### src/hw/mbx_cfg.svh
// constants for the mailbox boot download handshake engine
`ifndef MBX_CFG_SVH
`define MBX_CFG_SVH
`define MBX_WIN_AW 9
`define MBX_OFS_SOFT_RESET 9'h03D
`define MBX_SOFT_RESET_KEY 8'hAA
`define MBX_NUM_BOXES 16
`define MBX_BOX_HCMD 4'h0
`define MBX_BOX_DCMD 4'h1
`define MBX_BOX_VEC 4'h2
`define MBX_BOX_LEV 4'h3
`define MBX_BOX_MODE 4'h4
`define MBX_BOX_AMOD 4'h5
`define MBX_BOX_CNT_HI 4'h2
`define MBX_BOX_LOAD0 4'h4
`define MBX_BOX_HOST0 4'h8
`define MBX_HC_DL_READY 8'h10
`define MBX_HC_WR_BLOCK 8'h04
`define MBX_HC_INIT_PROC 8'h08
`define MBX_DC_DL_REQ 8'h80
`define MBX_DC_ACK 8'h04
`define MBX_DC_NAK 8'h10
`define MBX_RAM_BASE 32'h0000_0000
`define MBX_RAM_LIMIT 32'h0040_0000
`endif

### src/hw/mbx_pkg.sv
// types for the mailbox boot download handshake engine
`default_nettype none
package mbx_pkg;
  typedef enum logic [2:0] {
    MBX_ST_INIT, MBX_ST_POLL, MBX_ST_COPY, MBX_ST_CALL, MBX_ST_WAIT_READ,
    MBX_ST_POST
  } mbx_state_t;
  // slave window access from the host
  typedef struct packed {
    logic rd;
    logic wr;
    logic [8:0] addr;
    logic [7:0] wdata;
  } mbx_slave_req_t;
  // byte copy request towards host memory and local ram
  typedef struct packed {
    logic valid;
    logic [31:0] src;
    logic [31:0] dst;
  } mbx_copy_req_t;
  // bus master setup captured from download ready
  typedef struct packed {
    logic [7:0] vec;
    logic [7:0] lev;
    logic [7:0] mode;
    logic [7:0] amod;
  } mbx_master_cfg_t;
endpackage : mbx_pkg
`default_nettype wire

### src/hw/mbx_boot_engine.sv
// boot download handshake engine behind the mailbox exchange region
`include "mbx_cfg.svh"
`default_nettype none
// How it works
// - after reset all mailboxes cleared, then host command box is polled.
// - download ready seen: acknowledge code goes into device command box.
// - byte AA written at window offset 3D causes a full reset.
// - mailboxes 2..5 read as master setup only for download ready.
// - acknowledge consumed by host: device posts download request.
// - write block with valid load address and last byte: copy count bytes, then ack.
// - write block with invalid load address: skip copy, post nak.
// - ack or nak consumed: device posts a fresh download request; an init ack calls first.
// - init procedure: valid address acknowledged, invalid one naked.
// - after ack, wait for host read of device box, then call.
// - called routine returns: post download request, resume commands.
// - host codes are 10 ready, 04 write block, 08 init.
// - device codes are 80 request, 04 ack, 10 nak.
// - reader zeroes a command box; nobody writes a command box until it is zero.
// - count big-endian in boxes 2..3, addresses in 4..7 and 8..11.
module mbx_boot_engine (
  // clock and reset
  input wire logic clk_i,
  input wire logic rstn_i,
  input wire logic selftest_done_i,
  // host slave window
  input wire mbx_pkg::mbx_slave_req_t host_req_i,
  output logic [7:0] host_rdata_o,
  output logic host_ready_o,
  // byte copy engine and subroutine call
  output mbx_pkg::mbx_copy_req_t copy_req_o,
  input wire logic copy_ack_i,
  output logic [31:0] call_addr_o,
  output logic call_o,
  input wire logic call_return_i,
  // bus master setup
  output mbx_pkg::mbx_master_cfg_t master_cfg_o,
  output logic master_cfg_valid_o
);
  logic [1:0] rst_sync;
  // both resets leave through the synchroniser, never straight off a pin
  wire rst_n = rst_sync[1];
  mbx_pkg::mbx_state_t state;
  logic [7:0] box [`MBX_NUM_BOXES];
  logic [15:0] remain;
  logic [31:0] src;
  logic [31:0] dst;
  logic [7:0] post_code;
  logic dev_clr_hcmd;
  logic dev_set_dcmd;
  logic hcmd_was_init;

  function automatic logic ram_ok(input logic [31:0] a);
    ram_ok = (a >= `MBX_RAM_BASE) && (a < `MBX_RAM_LIMIT);
  endfunction : ram_ok

  wire box_hit = host_req_i.addr < 9'(`MBX_NUM_BOXES);
  wire [3:0] box_idx = host_req_i.addr[3:0];
  wire soft_hit = host_req_i.wr && host_req_i.addr == `MBX_OFS_SOFT_RESET
    && host_req_i.wdata == `MBX_SOFT_RESET_KEY;
  wire host_wr_box = host_req_i.wr && box_hit;
  wire [7:0] hcmd = box[`MBX_BOX_HCMD];
  wire [31:0] load_addr = {box[4], box[5], box[6], box[7]};
  wire [31:0] host_addr = {box[8], box[9], box[10], box[11]};
  wire [15:0] byte_cnt = {box[2], box[3]};
  // the whole block must fit: the last byte is checked, not one past it
  wire [31:0] last_addr = load_addr + 32'(byte_cnt) - 32'h1;
  // a box is free for posting only after the host has zeroed it
  wire dcmd_free = box[`MBX_BOX_DCMD] == 8'h00;

  // the key write empties the synchroniser: a full reset of about two
  // cycles that releases on a clock edge like the power-on one
  always_ff @(posedge clk_i or negedge rstn_i) begin
    if (!rstn_i) begin
      rst_sync <= 2'h0;
    end else if (soft_hit) begin
      rst_sync <= 2'h0;
    end else begin
      rst_sync <= {rst_sync[0], 1'b1};
    end
  end

  genvar g;
  generate
    for (g = 0; g < `MBX_NUM_BOXES; g++) begin : g_box
      always_ff @(posedge clk_i or negedge rst_n) begin
        if (!rst_n) begin
          box[g] <= 8'h00;
        end else if (g == 1 && dev_set_dcmd) begin
          box[g] <= post_code;
        end else if (g == 0 && dev_clr_hcmd) begin
          box[g] <= 8'h00;
        end else if (host_wr_box && box_idx == 4'(g)) begin
          box[g] <= host_req_i.wdata;
        end
      end
    end
  endgenerate

  // device wins a same-cycle race so a posted code is never lost
  assign dev_clr_hcmd = state == mbx_pkg::MBX_ST_POLL && hcmd != 8'h00;
  assign dev_set_dcmd = state == mbx_pkg::MBX_ST_POST && dcmd_free;

  always_ff @(posedge clk_i or negedge rst_n) begin
    if (!rst_n) begin
      state <= mbx_pkg::MBX_ST_INIT;
      post_code <= 8'h00;
      remain <= 16'h0000;
      src <= 32'h0;
      dst <= 32'h0;
      call_o <= 1'b0;
      call_addr_o <= 32'h0;
      master_cfg_o <= '0;
      master_cfg_valid_o <= 1'b0;
      copy_req_o <= '0;
    end else begin
      call_o <= 1'b0;
      case (state)
        mbx_pkg::MBX_ST_INIT: begin
          if (selftest_done_i) begin
            state <= mbx_pkg::MBX_ST_POLL;
          end
        end
        mbx_pkg::MBX_ST_POLL: begin
          if (hcmd == `MBX_HC_DL_READY) begin
            master_cfg_o <= {box[`MBX_BOX_VEC], box[`MBX_BOX_LEV],
              box[`MBX_BOX_MODE], box[`MBX_BOX_AMOD]};
            master_cfg_valid_o <= 1'b1;
            post_code <= `MBX_DC_ACK;
            state <= mbx_pkg::MBX_ST_POST;
          end else if (hcmd == `MBX_HC_WR_BLOCK) begin
            if (ram_ok(load_addr) && (byte_cnt == 16'h0000
                || ram_ok(last_addr))) begin
              remain <= byte_cnt;
              src <= host_addr;
              dst <= load_addr;
              state <= mbx_pkg::MBX_ST_COPY;
            end else begin
              post_code <= `MBX_DC_NAK;
              state <= mbx_pkg::MBX_ST_POST;
            end
          end else if (hcmd == `MBX_HC_INIT_PROC) begin
            call_addr_o <= load_addr;
            post_code <= ram_ok(load_addr) ? `MBX_DC_ACK
              : `MBX_DC_NAK;
            state <= mbx_pkg::MBX_ST_POST;
          end else if (hcmd != 8'h00) begin
            // unknown command: consumed and refused
            post_code <= `MBX_DC_NAK;
            state <= mbx_pkg::MBX_ST_POST;
          end
        end
        mbx_pkg::MBX_ST_COPY: begin
          if (remain == 16'h0000) begin
            copy_req_o.valid <= 1'b0;
            post_code <= `MBX_DC_ACK;
            state <= mbx_pkg::MBX_ST_POST;
          end else if (copy_req_o.valid && copy_ack_i) begin
            copy_req_o.valid <= 1'b0;
            remain <= remain - 16'h0001;
            src <= src + 32'h1;
            dst <= dst + 32'h1;
          end else begin
            copy_req_o <= '{valid: 1'b1, src: src, dst: dst};
          end
        end
        mbx_pkg::MBX_ST_POST: begin
          if (dcmd_free) begin
            // every answer but a request waits for the host to take it
            if (post_code == `MBX_DC_DL_REQ) begin
              state <= mbx_pkg::MBX_ST_POLL;
            end else begin
              state <= mbx_pkg::MBX_ST_WAIT_READ;
            end
          end
        end
        mbx_pkg::MBX_ST_WAIT_READ: begin
          // host has read and zeroed the answer
          if (dcmd_free) begin
            if (hcmd_was_init && post_code == `MBX_DC_ACK) begin
              call_o <= 1'b1;
              state <= mbx_pkg::MBX_ST_CALL;
            end else begin
              post_code <= `MBX_DC_DL_REQ;
              state <= mbx_pkg::MBX_ST_POST;
            end
          end
        end
        mbx_pkg::MBX_ST_CALL: begin
          if (call_return_i) begin
            post_code <= `MBX_DC_DL_REQ;
            state <= mbx_pkg::MBX_ST_POST;
          end
        end
        default: state <= mbx_pkg::MBX_ST_INIT;
      endcase
    end
  end

  // remembers that the command being answered is init procedure
  always_ff @(posedge clk_i or negedge rst_n) begin
    if (!rst_n) begin
      hcmd_was_init <= 1'b0;
    end else if (dev_clr_hcmd) begin
      hcmd_was_init <= hcmd == `MBX_HC_INIT_PROC;
    end
  end

  // reads return the box one cycle later; reset key register reads zero
  always_ff @(posedge clk_i or negedge rst_n) begin
    if (!rst_n) begin
      host_rdata_o <= 8'h00;
      host_ready_o <= 1'b0;
    end else begin
      host_ready_o <= host_req_i.rd | host_req_i.wr;
      host_rdata_o <= (host_req_i.rd && box_hit) ? box[box_idx] : 8'h00;
    end
  end

endmodule : mbx_boot_engine
`default_nettype wire

### config.mk
export PLATFORM = sky130hd
export DESIGN_NAME = mbx_boot_engine
export DESIGN_NICKNAME = d
export VERILOG_FILES = /design/src/hw/mbx_pkg.sv /design/src/hw/mbx_boot_engine.sv
export VERILOG_INCLUDE_DIRS = /design/src /design/src/hw
export SDC_FILE = /design/constraint.sdc
export NUM_CORES = 1
export LEC_CHECK = 0
export ABC_AREA = 0
export ABC_CLOCK_PERIOD_IN_PS = 19400
export BUFFER_PORTS_ARGS = -buffer_cell sky130_fd_sc_hd__buf_2
export CAP_MARGIN = 5
export CORE_ASPECT_RATIO = 1.5
export CORE_UTILIZATION = 58
export CTS_BUF_LIST = sky130_fd_sc_hd__clkbuf_4 sky130_fd_sc_hd__clkbuf_8 sky130_fd_sc_hd__clkbuf_16
export DETAILED_ROUTE_END_ITERATION = 16
export GPL_TIMING_DRIVEN = 0
export PLACE_DENSITY = 0.78
export SYNTH_ARGS = -nofsm -noshare
export SYNTH_HDL_FRONTEND = slang
export SYNTH_SLANG_ARGS = --single-unit
### constraint.sdc
create_clock -name clk_i -period 19.4 [get_ports clk_i]
set_input_delay 0 -clock clk_i [delete_from_list [all_inputs] [get_ports clk_i]]
set_output_delay 0 -clock clk_i [all_outputs]
set_load 0.005 [all_outputs]
==> impl_results.md <==
- Placed cell count: 2354
- Share of layout cells above drive strength 1: 0.222
- Peak supply drop: 0.0580 mV
- Placeable Area: around 31000 um2
- RSZ-0062 raised after global routing: false
- Final critical-path required period: between 5 and 6 ns
- GP Congestion: 1.00
- Synthesis-to-finish area growth: 15.2%
- FF+latch count, synth: between 300 and 400
- Mapped Cells: about 1.8k
- Largest net degree at the start of global routing: 75
- Setup TNS: 0 ns
- Leak: roughly 9.8 nW
- Kind of critical path: register to register
- Required @ worst endpoint: between 15 and 20 ns
- Initial Util: 0.593
- IO buf count: 159
- Clk_lat worst skew: roughly 0.55 ns
- Vias in the first global route: 15.9k
- Die height: between 200 and 250 um
- Max-Slew Margin vs Limit: 0.336
- Post-synth EDFFs: 0
- Most common cell after layout, fill and taps aside: dfrtp_1
- CP Capture Type: register
- Final wirelength: 61000 um
- Ys async rst share: 1.00
- Endpoints failing hold: 0
- Top post-synthesis cells by area: dfrtp_1, mux2_2, mux4_2
- Pins Over Slew Limit: 0
- CTS tree: done
- TritonCTS buffer count: 35
- DRT iter0 DRCs: 1485
- Status: completed
- Fin crit share: 0.277
- Nets: around 2.1k
- Via count: between 15k and 20k
- Clock Pin Slew Worst Setup and Hold Paths: 0.06 ns
- 1st-pass router iterations: 6
- Final cell count without fillers: 2436
- Crit-path max FO: 10
- Die area: between 30000 and 40000 um2
- Total congestion overflow: 0
- Layout fillers: 2415
- Mapped Area: roughly 18000 um2
- Synth Net Count: 1863
- Worst-margin pin slew: between 0.9 and 1 ns
- Clock Tree Root: clkbuf_16
- Antenna violations before repair: 1
- Yosys synthesis warning count: 0
- Synth top area share: 0.484
- Syn Area/Cell: 10.3 um2
- Most frequent cells in the layout: dfrtp_1, nand2_1, o21ai_0, buf_2, mux2_2
- Max-cap violations: 0
- Postcts setup bufs: 0
- Total track usage: 0.380
- Hold Path Class: input pin to register
- Critical path arrival: roughly 5.8 ns
- Max Buffers Root-to-Sink: 3
- Final clock skew: around 0.021 ns
- Final setup violation count: 0
- Max Freq: 0.186 GHz
- Seq/Total Area, Yosys: 0.484
- Routed Antenna Nets: 0
- Post-synth cell types: between 70 and 80
- Wire per inst: between 20 and 30 um
- Hold WS: between 0.07 and 0.08 ns
- Synth Flop Type: dfrtp_1
- Drt drc: 0
- CTS sink cnt: ~360
- Overall die width: about 150 um
- # rows: 79
- H-tree depth: 2
- Global-route wire length before repair: between 90000 and 100000 um
- Vias/cell: between 6 and 7
- Synth area leader: dfrtp_1
- I/O pin count: about 160
- Crit start category: register
- PD cells: 79.1 nW/um2
- Post-layout util: 0.683
- Pwr Total: 0.00168 W
- Post-detail-place hpwl: around 45000 um
## per-layer routing
| metal | share of wire | track usage | vias up |
|---|---|---|---|
| li1 | - | - | 6954 |
| met1 | 0.35 | 0.439 | 7886 |
| met2 | 0.48 | 0.632 | 970 |
| met3 | 0.085 | 0.0699 | 307 |
| met4 | 0.079 | 0.284 | 0 |
| met5 | 0 | 0 | - |
## metrics by stage
stage | area (um2) | setup slack (ns)
floorplan | 18500 | 8.71
CTS | 21300 | 14.13
global route | 21300 | 13.86
detailed placement | 19900 | 14.18
global placement | 19800 | 5.18
finish | 21300 | 14.02
## worst max-delay path, cell delays in order (launching register included)
cell	delay [ns]
dfrtp_1	0.43
inv_1	0.13
ha_1	0.29
inv_1	0.04
ha_1	0.32
and2_1	0.20
a311o_1	0.39
a2111oi_0	0.45
a21oi_1	0.21
or3_1	0.35
a221oi_1	0.31
nor4b_2	0.67
a21oi_2	0.32
nor2_1	0.54
buf_4	0.34
o2bb2a_1	0.24
## where the power goes
group / internal, W / leakage (nW) / switching (W)
registers: 0.000770 / 4.44 / 0.0000275
clock network: 0.000402 / 0.583 / 0.000301
logic: 0.0000778 / 4.77 / 0.000104
total: 0.00125 / 9.80 / 0.000432
## layout make-up
cell class	instances	area, um2	share of cell area
Antenna cell	2	5.00	0.000235
Clock inverter	11	126	0.00594
Timing Repair Buffer	184	1130	0.0533
Multi-Input combinational cell	1238	8760	0.412
Clock buffer	49	1040	0.0487
Sequential cell	357	8940	0.420
Inverter	94	353	0.0166
Buffer	96	408	0.0192
Tap cell	405	507	0.0238
## path summary, 6_finish.rpt
path	endpoint	from	cells past startpoint	slack, ns
setup reg to reg	dst[27]	box[103]	15	14.02
setup / recovery	dst[27]	box[103]	15	14.02
min in group asynchronous	rst_sync[1]	rstn_i	3	0.30
max in group asynchronous	dst[17]	rst_sync[1]	4	17.24
hold / removal	state[1]	selftest_done_i	6	0.07
hold reg to reg	post_code[4]	rst_sync[1]	0	0.30
## registers in the layout (all words and copies together), names as in the netlist, 8 cells and up
signal        cells
box             120
copy_req_o       65
call_addr_o      32
dst              32
master_cfg_o     32
src              32
remain           16
hcmd              8
host_rdata_o      8
## repair_timing
item,CTS,global route
endpoints found under the hold margin,61,0
hold buffers,20,0
resized for setup,0,0
## cell families after synthesis
family	share of synthesized area
buffers and inverters	0.0412
adders and majority gates	0.0366
muxes	0.148
AOI/OAI and AO/OA	0.159
and+or+nand+nor	0.130
xor gates and xnor gates	0.000475
DFF	0.484
## synth_stat cells, types with 4 or more instances
cell type and count:
o22ai_1 12, ha_1 54, dfrtp_1 357, and3_1 24, o211ai_1 7, mux4_2 40, buf_1 11, clkbuf_1 73
mux2i_1 11, o21a_1 4, a31oi_1 29, a22oi_1 11, or2_2 7, nor3b_1 9, nand2b_1 17, nand3_1 22
o21ai_1 42, nor3_1 65, inv_1 93, a21o_1 5, buf_2 5, a21oi_1 97, o21ai_0 169, mux2_2 152
or3_1 7, o2bb2a_1 11, and4_1 8, nor2b_1 13, a22o_1 9, nor2_1 102, a32oi_1 5, nand4_1 14
nor4_1 18, o22a_1 22, buf_6 4, nand2_1 180, and2_1 5, o31ai_1 14
(Power assumes the default switching activity.)
